`src/acss_map.svh`:
```
// register map, field positions and timing constants of the amp control serial slave
// assumes inclusion by acss_pkg and the design modules; definitions only
`ifndef ACSS_MAP_SVH
`define ACSS_MAP_SVH
`define ACSS_SLAVE_ADDR 7'h6F
`define ACSS_REG_PWR 8'h00
`define ACSS_REG_LIM 8'h01
`define ACSS_REG_GAIN 8'h02
`define ACSS_REG_TEST 8'h03
`define ACSS_PWR_MASK 8'h0F
`define ACSS_LIM_MASK 8'h7F
`define ACSS_GAIN_MASK 8'h03
`define ACSS_RST_VAL 8'h00
`define ACSS_BIT_ON 0
`define ACSS_BIT_BOOST 1
`define ACSS_BIT_INSEL 2
`define ACSS_BIT_TURNON 3
`define ACSS_MAX_SCL_KHZ 400
`define ACSS_CLK_KHZ 20000
`define ACSS_WAKE_SLOW_MS 15
`define ACSS_WAKE_FAST_MS 5
`define ACSS_WAKE_SLOW_CYC (`ACSS_WAKE_SLOW_MS * `ACSS_CLK_KHZ)
`define ACSS_WAKE_FAST_CYC (`ACSS_WAKE_FAST_MS * `ACSS_CLK_KHZ)
`endif

```
`src/acss_pkg.sv`:
```
// types of the amp control serial slave
// assumes acss_map.svh is on the include path
`include "acss_map.svh"
package acss_pkg;
  typedef enum logic [2:0] {
    ACSS_IDLE = 3'b000,
    ACSS_ADDR = 3'b001,
    ACSS_INDEX = 3'b010,
    ACSS_WDATA = 3'b011,
    ACSS_RDATA = 3'b100,
    ACSS_ACK = 3'b101,
    ACSS_DONE = 3'b110
  } acss_state_t;
  typedef logic [7:0] acss_byte_t;
endpackage

```
`src/acss_top.sv`:
```
// serial control slave: three stored control registers, strap-selected hardware mode, wake timer
// assumes scl/sda pins are asynchronous and sampled at 20 MHz; bus at most 400 kHz
//
// Behaviour
// - slave only: clock never driven, data open-drain, up to 400 kHz
// - respond to address 1101111 in upper seven bits, R/W in bit 0
// - every byte eight bits followed by an acknowledge slot
// - on address match pull data low during the ninth clock
// - data stable while clock high, taken on rising edge, MSB first
// - write: address, index, data stored into indexed register, each acknowledged
// - read: address, index, then indexed byte shifted out MSB first
// - four registers at indices 0 to 3, unused bits kept zero; index 3 is not stored here, writes to it are ignored and it reads zero
// - reg1 bits 6:5 choose limiter release coefficient
// - reg1 bits 4:3 choose limiter attack coefficient
// - reg1 bits 2:0 limit threshold, 000 and 111 disable it
// - strap low: data/clock pins pick input and gain, fixed boost per input
// - reg2 bits 1:0 gain code, boost picks upper gain set
// - limiter only in register mode with boost on
`timescale 1ns/1ns
`include "acss_map.svh"
module acss_top #(
  parameter int WAKE_SLOW_CYC = `ACSS_WAKE_SLOW_CYC,
  parameter int WAKE_FAST_CYC = `ACSS_WAKE_FAST_CYC
) (
  input wire logic ref_clk_in,
  input wire logic nrst_in,
  input wire logic scl_in,
  input wire logic sda_in,
  output logic sda_out,
  output logic sda_oe_out,
  input wire logic control_source_strap_in,
  output logic power_down_n_out,
  output logic second_input_out,
  output logic boost_en_out,
  output logic [1:0] amp_gain_out,
  output logic [1:0] release_coef_out,
  output logic [1:0] attack_coef_out,
  output logic [2:0] limit_level_out,
  output logic output_limiter_out,
  output logic awake_out
);
  import acss_pkg::*;
  initial begin
    if (WAKE_FAST_CYC < 1 || WAKE_SLOW_CYC < WAKE_FAST_CYC)
      $error("acss_top: wake counts invalid");
  end
  logic scl_s, sda_s, strap_s, scl_d, sda_d;
  acss_sync #(.WIDTH(3)) u_sync (
    .ref_clk_in(ref_clk_in),
    .nrst_in(nrst_in),
    .async_in({scl_in, sda_in, control_source_strap_in}),
    .sync_out({scl_s, sda_s, strap_s})
  );
  always_ff @(posedge ref_clk_in or negedge nrst_in) begin
    if (!nrst_in) begin
      scl_d <= 1'b1;
      sda_d <= 1'b1;
    end else begin
      scl_d <= scl_s;
      sda_d <= sda_s;
    end
  end
  logic scl_rise, scl_fall, start_det, stop_det;
  assign scl_rise = scl_s && !scl_d;
  assign scl_fall = !scl_s && scl_d;
  assign start_det = scl_s && scl_d && sda_d && !sda_s;
  assign stop_det = scl_s && scl_d && !sda_d && sda_s;
  acss_state_t state, ret_state;
  acss_byte_t shreg, index, rdbuf;
  logic [3:0] bitcnt;
  logic rd_req;
  logic sw_mode;
  acss_byte_t reg_pwr, reg_lim, reg_gain;
  acss_byte_t rd_value;
  logic wr_stb;
  always_comb begin
    case (index)
      `ACSS_REG_PWR: rd_value = reg_pwr;
      `ACSS_REG_LIM: rd_value = reg_lim;
      `ACSS_REG_GAIN: rd_value = reg_gain;
      default: rd_value = `ACSS_RST_VAL;
    endcase
  end
  // bus protocol engine; the receiver is never driving scl
  always_ff @(posedge ref_clk_in or negedge nrst_in) begin
    if (!nrst_in) begin
      state <= ACSS_IDLE;
      ret_state <= ACSS_IDLE;
      shreg <= 8'h00;
      index <= 8'h00;
      rdbuf <= 8'h00;
      bitcnt <= 4'h0;
      rd_req <= 1'b0;
      wr_stb <= 1'b0;
      sda_oe_out <= 1'b0;
    end else begin
      wr_stb <= 1'b0;
      if (!sw_mode || stop_det) begin
        state <= ACSS_IDLE;
        sda_oe_out <= 1'b0;
      end else if (start_det) begin
        state <= ACSS_ADDR;
        bitcnt <= 4'h0;
        sda_oe_out <= 1'b0;
      end else begin
        case (state)
          ACSS_ADDR, ACSS_INDEX, ACSS_WDATA: begin
            if (scl_rise) begin
              shreg <= {shreg[6:0], sda_s};
              bitcnt <= bitcnt + 4'h1;
            end else if (scl_fall && bitcnt == 4'h8) begin
              bitcnt <= 4'h0;
              if (state == ACSS_ADDR) begin
                if (shreg[7:1] == `ACSS_SLAVE_ADDR) begin
                  rd_req <= shreg[0];
                  sda_oe_out <= 1'b1;
                  state <= ACSS_ACK;
                  ret_state <= ACSS_INDEX;
                end else begin
                  state <= ACSS_IDLE;
                end
              end else if (state == ACSS_INDEX) begin
                index <= shreg;
                sda_oe_out <= 1'b1;
                state <= ACSS_ACK;
                ret_state <= rd_req ? ACSS_RDATA : ACSS_WDATA;
              end else begin
                wr_stb <= 1'b1;
                sda_oe_out <= 1'b1;
                state <= ACSS_ACK;
                ret_state <= ACSS_DONE;
              end
            end
          end
          ACSS_ACK: begin
            if (scl_fall) begin
              if (ret_state == ACSS_RDATA) begin
                rdbuf <= {rd_value[6:0], 1'b0};
                sda_oe_out <= !rd_value[7];
                bitcnt <= 4'h1;
              end else begin
                sda_oe_out <= 1'b0;
                bitcnt <= 4'h0;
              end
              state <= ret_state;
            end
          end
          ACSS_RDATA: begin
            if (scl_fall) begin
              if (bitcnt == 4'h8) begin
                sda_oe_out <= 1'b0;
                state <= ACSS_DONE;
              end else begin
                sda_oe_out <= !rdbuf[7];
                rdbuf <= {rdbuf[6:0], 1'b0};
                bitcnt <= bitcnt + 4'h1;
              end
            end
          end
          ACSS_DONE: sda_oe_out <= 1'b0;
          default: sda_oe_out <= 1'b0;
        endcase
      end
    end
  end
  assign sda_out = 1'b0;
  // register file; unused bits forced to zero
  always_ff @(posedge ref_clk_in or negedge nrst_in) begin
    if (!nrst_in) begin
      reg_pwr <= `ACSS_RST_VAL;
      reg_lim <= `ACSS_RST_VAL;
      reg_gain <= `ACSS_RST_VAL;
    end else if (wr_stb) begin
      case (index)
        `ACSS_REG_PWR: reg_pwr <= shreg & `ACSS_PWR_MASK;
        `ACSS_REG_LIM: reg_lim <= shreg & `ACSS_LIM_MASK;
        `ACSS_REG_GAIN: reg_gain <= shreg & `ACSS_GAIN_MASK;
        default: reg_pwr <= reg_pwr;
      endcase
    end
  end
  // strap followed continuously via synchroniser
  assign sw_mode = strap_s;
  // control outputs
  always_ff @(posedge ref_clk_in or negedge nrst_in) begin
    if (!nrst_in) begin
      power_down_n_out <= 1'b0;
      second_input_out <= 1'b0;
      boost_en_out <= 1'b0;
      amp_gain_out <= 2'h0;
      release_coef_out <= 2'h0;
      attack_coef_out <= 2'h0;
      limit_level_out <= 3'h0;
      output_limiter_out <= 1'b0;
    end else if (sw_mode) begin
      power_down_n_out <= reg_pwr[`ACSS_BIT_ON];
      second_input_out <= reg_pwr[`ACSS_BIT_INSEL];
      boost_en_out <= reg_pwr[`ACSS_BIT_BOOST];
      amp_gain_out <= reg_gain[1:0];
      release_coef_out <= reg_lim[6:5];
      attack_coef_out <= reg_lim[4:3];
      limit_level_out <= reg_lim[2:0];
      output_limiter_out <= reg_pwr[`ACSS_BIT_BOOST] && reg_lim[2:0] != 3'h0
        && reg_lim[2:0] != 3'h7;
    end else begin
      // data pin picks input+boost; clock pin steps 0/6 dB or 24/30 dB
      power_down_n_out <= 1'b1;
      second_input_out <= sda_s;
      boost_en_out <= sda_s;
      amp_gain_out <= {sda_s & scl_s, sda_s | scl_s};
      release_coef_out <= 2'h0;
      attack_coef_out <= 2'h0;
      limit_level_out <= 3'h0;
      output_limiter_out <= 1'b0;
    end
  end
  // wake timer after enable
  logic [31:0] wake_cnt;
  logic prev_on;
  always_ff @(posedge ref_clk_in or negedge nrst_in) begin
    if (!nrst_in) begin
      wake_cnt <= 32'h0;
      prev_on <= 1'b0;
      awake_out <= 1'b0;
    end else begin
      prev_on <= power_down_n_out;
      if (!power_down_n_out) begin
        awake_out <= 1'b0;
        wake_cnt <= 32'h0;
      end else if (!prev_on) begin
        wake_cnt <= (sw_mode && reg_pwr[`ACSS_BIT_TURNON]) ? 32'(WAKE_FAST_CYC)
          : 32'(WAKE_SLOW_CYC);
      end else if (wake_cnt > 32'h1) begin
        wake_cnt <= wake_cnt - 32'h1;
      end else begin
        awake_out <= 1'b1;
      end
    end
  end
endmodule

```
`src/acss_sync.sv`:
```
// two-flop synchroniser for a group of pin inputs
// assumes inputs asynchronous to ref_clk_in
`timescale 1ns/1ns
module acss_sync #(
  parameter int WIDTH = 3
) (
  input wire logic ref_clk_in,
  input wire logic nrst_in,
  input wire logic [WIDTH-1:0] async_in,
  output logic [WIDTH-1:0] sync_out
);
  logic [WIDTH-1:0] stage1;
  initial begin
    if (WIDTH < 1) $error("acss_sync: WIDTH must be positive");
  end
  always_ff @(posedge ref_clk_in or negedge nrst_in) begin
    if (!nrst_in) begin
      // pins idle high on pull-ups: resetting low would fake edges and a mode flip
      stage1 <= '1;
      sync_out <= '1;
    end else begin
      stage1 <= async_in;
      sync_out <= stage1;
    end
  end
endmodule

```
`config.mk`:
```
export PLATFORM = sky130hd
export DESIGN_NAME = acss_top
export DESIGN_NICKNAME = d
export VERILOG_FILES = /design/src/acss_pkg.sv /design/src/acss_top.sv /design/src/acss_sync.sv
export VERILOG_INCLUDE_DIRS = /design/src
export SDC_FILE = /design/constraint.sdc
export NUM_CORES = 1
export LEC_CHECK = 0
export BUFFER_PORTS_ARGS = -buffer_cell sky130_fd_sc_hd__buf_4
export CAP_MARGIN = 0
export CORE_MARGIN = 2
export CORE_UTILIZATION = 56
export CTS_BUF_LIST = sky130_fd_sc_hd__clkbuf_16
export DETAILED_ROUTE_END_ITERATION = 6
export PLACE_DENSITY = 0.7
export SKIP_CTS_REPAIR_TIMING = 1
export SLEW_MARGIN = 0
export SYNTH_ARGS = -nofsm -noshare
export SYNTH_HDL_FRONTEND = slang
export SYNTH_SLANG_ARGS = --single-unit
```
`constraint.sdc`:
```
create_clock -name ref_clk_in -period 4.45 [get_ports ref_clk_in]
set_input_delay 0.2225 -clock ref_clk_in [delete_from_list [all_inputs] [get_ports ref_clk_in]]
set_output_delay 0.2225 -clock ref_clk_in [all_outputs]
set_load 0.01 [all_outputs]
```
==> metrics, run 1 <==
Congestion Overflow GR 0; post-synthesis share of cell area spent on xor and xnor gates 2.79%; adder and majority cell fraction of the synthesized area 0.997%; setup violation total in the final timing report 0; Total Nets Final 508; Flop pwr share between 40% and 50%; number of placed I/O pins 21; register-to-register setup slack 1.57 ns; Port-buffer cells 19; drt drc 0; Placement Rows 34; combinational power share 13.9%; arrival time of the worst setup path between 3 and 4 ns; startpoint of the worst register-to-register path wake_cnt[0]; worst reg2reg path endpoint wake_cnt[24]; flip-flop and latch count after synthesis 104; capture point of the worst path wake_cnt[24]; fill cell instance count of the final layout 699; static power due to leakage 0.00247 µW; last weighted congestion value of the routability-driven placer 0.853; drt initial violations 176; Synth Area in Simple Gates about a fifth; Warnings, synthesis 0; maximum number of pins on one net before global-route repair 74; post-synthesis instance total ~490; dominant combinational cell family by area after synthesis simple AND/OR/NAND/NOR gates; min cycle time layout roughly 2.9 ns; largest fanout on the critical path 8; crit share post-route around two thirds; die height 98.7 µm; share of the synthesized area in the top cell type 47.9%; Peak supply drop 0.206 mV; post-synthesis area per instance 10.3 µm²; Internal Power roughly 1600 µW; data required time at the worst endpoint 4.70 ns; area fraction in compound gates after synthesis 13.4%; mux cell area share after synthesis 8.45%; fraction of the yosys area taken by sequential cells 52.1%; initial antenna violation count 0; detail-routed via count per cell 6.05; worst setup timing slack at the placement stage approximately 1.6 ns; wire length of the first global-routing pass between 15,000 and 20,000 µm; maximum clock frequency 0.347 GHz; vias in the first global route 3,527; Clk network pwr share 38.2%; net switching power figure 655 µW; layout-stage area growth over the synthesis result 11.3%; number of inserted diodes 0; class of the worst hold path input port to async pin; number of nets produced by synthesis 494; main flop type after synthesis sky130_fd_sc_hd__dfrtp_1; vias after detailed routing 3,700; Most Crowded Layer GR met2; WL per Instance 16.4 µm; library cell occupying the most area in the post-synthesis netlist sky130_fd_sc_hd__dfrtp_1; # H-tree levels 3; max_cap viols 0; area of the mapped netlist between 5000 and 6000 µm²; biggest area contributors in the synthesized netlist sky130_fd_sc_hd__dfrtp_1 48%, sky130_fd_sc_hd__mux2_2 7.9%, sky130_fd_sc_hd__dfstp_2 4.2%; status finished clean; Crit. End Element flip-flop; ratio of cells with drive above 1 in the final layout 18.3%; Die Span X between 90 and 100 µm; total global routing track utilization between 20% and 30%; drt total wl 10,100 µm; die footprint 9730 µm²; HPWL after detailed placement 6960 µm; Clock Root Buffer sky130_fd_sc_hd__clkbuf_16; Pre-Repair DR Iteration Count 5; worst-case reg-to-reg path depth 7; worst-skew pair later-pin latency 0.34 ns; startpoint of the most critical setup path wake_cnt[0]; global-route track usage on met2 35.1%; Placeable Area between 8000 and 9000 µm²; final count of pins violating max slew 0; post-route clock skew 0.0106 ns; power density cells 411 nW/µm²; critical path startpoint category flip-flop; number of failing hold endpoints at the final stage 0; Post-DRT Antenna Nets 0; clock tree from TritonCTS built; clock buffer depth 2; cts bufs inserted 9; clock slew at reported path FFs 0.07 ns; asr flop ratio synth 100%; number of synthesized flops with an enable pin 0; transition time at the pin with the least slew margin roughly 0.97 ns; initial core utilization 57.5%; global routing met1 resource utilization 28.9%; Clock Sink Count 104; sum of negative setup slack 0 ns; count of unique library cells instantiated by Yosys 57; Crit Path Category flip-flop to flip-flop; relative slew slack 34.2%; switch share 28.5%; unrepaired setup endpoints after global routing no; final worst slack ~1.6 ns; met3 usage around 5.4%
## critical path, cell delays in order, from the launching register on
cell and delay, ns:
sky130_fd_sc_hd__dfrtp_1 0.41, sky130_fd_sc_hd__inv_1 0.11, sky130_fd_sc_hd__ha_1 0.26, sky130_fd_sc_hd__or4b_1 0.58
sky130_fd_sc_hd__or3_1 0.46, sky130_fd_sc_hd__a311o_1 0.39, sky130_fd_sc_hd__or4_1 0.43, sky130_fd_sc_hd__a21oi_1 0.15
## logic make-up (layout without fill, tap and decap cells)
kind of cell / count (synthesis) / after routing
AOI/OAI and AO/OA: 101 / 101
xor gates and xnor gates: 16 / 16
adders and majority gates: 4 / 4
buffers and inverters: 31 / 50
DFF: 104 / 104
muxes: 38 / 38
other: 1 / 1
and+or+nand+nor: 190 / 190
## power groups by stage
stage	clock (µW)	sequential [µW]	combinational [µW]
finish	877	1100	320
global route	932	1110	357
CTS	897	1100	319
detailed placement	0	1110	316
global placement	0	1110	308
floorplan	0	1070	258
## metal layers
layer  vias to the layer above  part of all wire (%)
li1                       1786                     -
met3                         9                   4.0
met4                         0                  0.94
met1                      1825                    45
met5                         -                     0
met2                        80                    50
## placed cells by master (no fill, tap or decap), types with 5 or more instances in the layout
master / synthesis / final
sky130_fd_sc_hd__nor3_1: 12 / 12
sky130_fd_sc_hd__a211oi_1: 5 / 5
sky130_fd_sc_hd__nand4_1: 7 / 7
sky130_fd_sc_hd__and2_1: 14 / 14
sky130_fd_sc_hd__o21ai_0: 24 / 24
sky130_fd_sc_hd__xor2_1: 6 / 6
sky130_fd_sc_hd__or2_2: 5 / 5
sky130_fd_sc_hd__and3_1: 6 / 6
sky130_fd_sc_hd__nor2b_1: 8 / 8
sky130_fd_sc_hd__clkbuf_16: 0 / 9
sky130_fd_sc_hd__or3_1: 5 / 5
sky130_fd_sc_hd__nand2_1: 41 / 41
sky130_fd_sc_hd__or4_1: 6 / 6
sky130_fd_sc_hd__inv_1: 11 / 11
sky130_fd_sc_hd__buf_4: 1 / 20
sky130_fd_sc_hd__nand2b_1: 7 / 7
sky130_fd_sc_hd__nor4_1: 11 / 11
sky130_fd_sc_hd__nor2_1: 38 / 38
sky130_fd_sc_hd__mux2_2: 35 / 35
sky130_fd_sc_hd__dfstp_2: 8 / 8
sky130_fd_sc_hd__a21oi_1: 30 / 30
sky130_fd_sc_hd__nand3_1: 17 / 17
sky130_fd_sc_hd__xnor2_1: 10 / 10
sky130_fd_sc_hd__dfrtp_1: 96 / 96
## worst min path at each step
stage                        from               end  depth (start not counted)
after CTS                  scl_in  u_sync.stage1[2]                          1
after floorplan           nrst_in   amp_gain_out[0]                          0
final                     nrst_in       wake_cnt[8]                          1
after global placement     scl_in  u_sync.stage1[2]                          1
after global routing      nrst_in       wake_cnt[6]                          1
after detailed placement   sda_in  u_sync.stage1[1]                          1
## final cells by class
| class | instances | area [µm²] | share of cell area [%] |
|---|---|---|---|
| clock buffers | 9 | 225 | 4.03 |
| repair buffers | 23 | 180 | 3.23 |
| well taps | 108 | 135 | 2.42 |
| clock inverters | 7 | 106 | 1.90 |
| multi-input cells | 350 | 2280 | 40.9 |
| inverters | 11 | 41.3 | 0.739 |
| flip-flops and latches | 104 | 2610 | 46.8 |
## synthesized netlist by cell type, types with 2 or more instances
| cell type | count |
|---|---|
| sky130_fd_sc_hd__and2_1 | 14 |
| sky130_fd_sc_hd__nand4_1 | 7 |
| sky130_fd_sc_hd__mux2_2 | 35 |
| sky130_fd_sc_hd__clkbuf_1 | 18 |
| sky130_fd_sc_hd__ha_1 | 4 |
| sky130_fd_sc_hd__inv_1 | 11 |
| sky130_fd_sc_hd__nand3_1 | 17 |
| sky130_fd_sc_hd__nor4_1 | 11 |
| sky130_fd_sc_hd__nor2_1 | 38 |
| sky130_fd_sc_hd__a311o_1 | 2 |
| sky130_fd_sc_hd__nand3b_1 | 3 |
| sky130_fd_sc_hd__a21o_1 | 3 |
| sky130_fd_sc_hd__nand2_1 | 41 |
| sky130_fd_sc_hd__a31o_2 | 4 |
| sky130_fd_sc_hd__dfrtp_1 | 96 |
| sky130_fd_sc_hd__a22oi_1 | 3 |
| sky130_fd_sc_hd__a32oi_1 | 3 |
| sky130_fd_sc_hd__o21a_1 | 2 |
| sky130_fd_sc_hd__dfstp_2 | 8 |
| sky130_fd_sc_hd__or4_1 | 6 |
| sky130_fd_sc_hd__o41ai_1 | 4 |
| sky130_fd_sc_hd__a31oi_1 | 4 |
| sky130_fd_sc_hd__a2111oi_0 | 4 |
| sky130_fd_sc_hd__xnor2_1 | 10 |
| sky130_fd_sc_hd__o21ai_0 | 24 |
| sky130_fd_sc_hd__a21oi_1 | 30 |
| sky130_fd_sc_hd__nand4b_1 | 2 |
| sky130_fd_sc_hd__nand2b_1 | 7 |
| sky130_fd_sc_hd__nor3_1 | 12 |
| sky130_fd_sc_hd__o31ai_1 | 4 |
| sky130_fd_sc_hd__mux2i_1 | 3 |
| sky130_fd_sc_hd__nor2b_1 | 8 |
| sky130_fd_sc_hd__xor2_1 | 6 |
| sky130_fd_sc_hd__and3_1 | 6 |
| sky130_fd_sc_hd__or2_2 | 5 |
| sky130_fd_sc_hd__a211oi_1 | 5 |
| sky130_fd_sc_hd__or3_1 | 5 |
## stage by stage
stage	instance area [µm²]	utilization, %	std cells	hold WS (ns)	total power [µW]
floorplan	5020	-	485	-0.0731	1330
global placement	5220	59.9	593	0.332	1420
detailed placement	5220	59.9	593	0.332	1430
CTS	5560	63.7	609	-0.0271	2310
global route	5590	64.0	612	0.109	2400
finish	5590	64.0	612	0.0170	2290
## sequential cells by signal, summed over array words and instances, names as in the netlist, 2 cells and up
| name | flops |
|---|---|
| release_coef_out | 2 |
| u_sync.sync_out | 3 |
| bitcnt | 4 |
| reg_gain | 2 |
| rdbuf | 7 |
| amp_gain_out | 2 |
| shreg | 8 |
| u_sync.stage1 | 3 |
| reg_lim | 7 |
| index | 8 |
| wake_cnt | 32 |
| reg_pwr | 4 |
| ret_state | 3 |
| attack_coef_out | 2 |
| limit_level_out | 3 |
| state | 3 |
(Power assumes the default switching activity.)
==> inputs of run 2 (changes only) <==
--- a/config.mk
+++ b/config.mk
@@ -9,10 +9,10 @@
 export BUFFER_PORTS_ARGS = -buffer_cell sky130_fd_sc_hd__buf_4
 export CAP_MARGIN = 0
 export CORE_MARGIN = 2
-export CORE_UTILIZATION = 56
+export CORE_UTILIZATION = 55
 export CTS_BUF_LIST = sky130_fd_sc_hd__clkbuf_16
 export DETAILED_ROUTE_END_ITERATION = 6
-export PLACE_DENSITY = 0.7
+export PLACE_DENSITY = 0.72
 export SKIP_CTS_REPAIR_TIMING = 1
 export SLEW_MARGIN = 0
 export SYNTH_ARGS = -nofsm -noshare
==> constraint.sdc (replaced) <==
create_clock -name ref_clk_in -period 2.5 [get_ports ref_clk_in]
set_input_delay 0.125 -clock ref_clk_in [delete_from_list [all_inputs] [get_ports ref_clk_in]]
set_output_delay 0.125 -clock ref_clk_in [all_outputs]
set_load 0.01 [all_outputs]
==> metrics, run 2 (synthesized netlist as in run 1, its figures left out) <==
status finished clean; worst-skew pair later-pin latency ~0.35 ns; final count of pins violating max slew 0; drt drc 0; Placement Rows 34; Post-DRT Antenna Nets 0; switch share 30.2%; clock slew at reported path FFs ~0.08 ns; cts bufs inserted 9; data required time at the worst endpoint 2.79 ns; clock tree from TritonCTS built; die height 99.5 µm; series of cell instances along the critical path or4_4, or4_4, or4_4, or4_1, nand2_1; number of placed I/O pins 21; max reg flops 32; arrival time of the worst setup path approximately 2.8 ns; detail-routed via count per cell 5.93; max_cap viols 0; Worst path slowest cell sky130_fd_sc_hd__or4_4; ratio of cells with drive above 1 in the final layout 25.2%; Placeable Area 8810 µm²; clock buffer depth 2; layout-stage area growth over the synthesis result 16.9%; setup violation total in the final timing report 0; number of failing hold endpoints at the final stage 0; Flop pwr share 47.1%; critical path startpoint category flip-flop; initial core utilization 57.0%; largest register by flop count wake_cnt; Clock Root Buffer sky130_fd_sc_hd__clkbuf_16; static power due to leakage 0.00263 µW; class of the worst hold path input port to async pin; combined flip-flop and latch cell area 2610 µm²; power density cells 689 nW/µm²; vias after detailed routing 3,815; largest fanout on the critical path 6; Congestion Overflow GR 0; post-route clock skew roughly 0.0068 ns; transition time at the pin with the least slew margin 0.553 ns; die footprint 9910 µm²; drt total wl 10,400 µm; crit share post-route 99.6%; Port-buffer cells 19; unrepaired setup endpoints after global routing yes; maximum clock frequency 0.402 GHz; Peak supply drop 0.377 mV; net switching power figure 1220 µW; min cycle time layout 2.49 ns; maximum number of pins on one net before global-route repair 42; Clk network pwr share 34.8%; combinational power share 18.1%; Clock Sink Count about 100; total global routing track utilization 22.6%; last weighted congestion value of the routability-driven placer 0.866; total area of multi-input combinational cells 2340 µm²; WL per Instance between 15 and 20 µm; most numerous cell on the critical path sky130_fd_sc_hd__or4_4; leading cell type in the layout, fill and taps excluded sky130_fd_sc_hd__dfrtp_1; vias in the first global route 3,749; HPWL after detailed placement about 7200 µm; wire length of the first global-routing pass around 18,000 µm; leading cell types in the layout, fill and taps excluded 96 x sky130_fd_sc_hd__dfrtp_1, 49 x sky130_fd_sc_hd__buf_4, 41 x sky130_fd_sc_hd__nand2_1; Pre-Repair DR Iteration Count 4; max incr delay on CP 0.58 ns; worst slack on hold paths roughly 0.30 ns; number of inserted diodes 0; Crit. End Element flip-flop; largest registers wake_cnt (32), index (8), shreg (8); fill cell instance count of the final layout between 600 and 700; Total Nets Final 539; power consumption 4040 µW; Die Span X 99.5 µm; initial antenna violation count 0; Internal Power around 2800 µW; # H-tree levels 3; relative slew slack 62.9%; drt initial violations 161; Crit Path Category flip-flop to flip-flop
-- run 2: cell types whose count changed in the layout (fill, tap and decap cells not counted), moves of 2 or more --
| cell | before | now |
|---|---|---|
| sky130_fd_sc_hd__buf_4 | 20 | 49 |
| sky130_fd_sc_hd__or4_1 | 6 | 2 |
| sky130_fd_sc_hd__or4_4 | 1 | 5 |
| sky130_fd_sc_hd__clkinv_8 | 0 | 3 |
| sky130_fd_sc_hd__inv_6 | 4 | 1 |
| sky130_fd_sc_hd__bufinv_16 | 2 | 0 |
| sky130_fd_sc_hd__clkinv_4 | 0 | 2 |
| sky130_fd_sc_hd__inv_1 | 11 | 9 |
| sky130_fd_sc_hd__inv_2 | 0 | 2 |
-- run 2: area by class of cell --
type / instances / area share, %
flip-flops and latches: 104 / 44.5
clock buffers: 9 / 3.84
multi-input cells: 350 / 39.9
well taps: 108 / 2.30
repair buffers: 54 / 7.29
clock inverters: 7 / 1.47
inverters: 11 / 0.704
-- run 2: layer usage --
metal	track usage, %	up-vias	part of all wire [%]
li1	-	1848	-
met1	29.7	1906	44
met2	37.7	50	51
met3	4.71	11	2.9
met4	7.38	0	1.3
met5	0	-	0
-- run 2: worst paths after layout --
path,from,to,slack (ns),cells after the start
setup / recovery,wake_cnt[8],wake_cnt[21],0.01,5
hold / removal,nrst_in,wake_cnt[3],0.30,2
setup reg to reg,wake_cnt[8],wake_cnt[21],0.01,5
hold reg to reg,u_sync.stage1[1],u_sync.sync_out[1],0.36,0
max in group asynchronous,nrst_in,sda_d,1.44,3
min in group ref_clk_in,u_sync.stage1[1],u_sync.sync_out[1],0.36,0
-- run 2: power groups by stage --
stage,Combinational (µW),Clock (µW),Sequential [µW]
CTS,715,1440,1900
finish,732,1410,1900
floorplan,463,0,1910
detailed placement,706,0,1930
global placement,693,0,1920
global route,820,1510,1920
-- run 2: stage by stage --
stage          cell area, µm²  util (%)  instances  setup WS, ns  setup TNS, ns
4_1_cts                  5780      65.6        639       -0.0234        -0.0458
6_report                 5870      66.6        643        0.0104              0
3_3_place_gp             5470      62.1        623        0.0274              0
3_5_place_dp             5470      62.1        623       -0.0118        -0.0164
5_1_grt                  5870      66.6        643       -0.0533         -0.105
2_1_floorplan            5020         -        485       0.00278              0
-- run 2: worst max-delay path: cells and delay by family (launching register included) --
| kind | cells | cell delay [ns] |
|---|---|---|
| DFF | 1 | 0.39 |
| and+or+nand+nor | 5 | 2.04 |
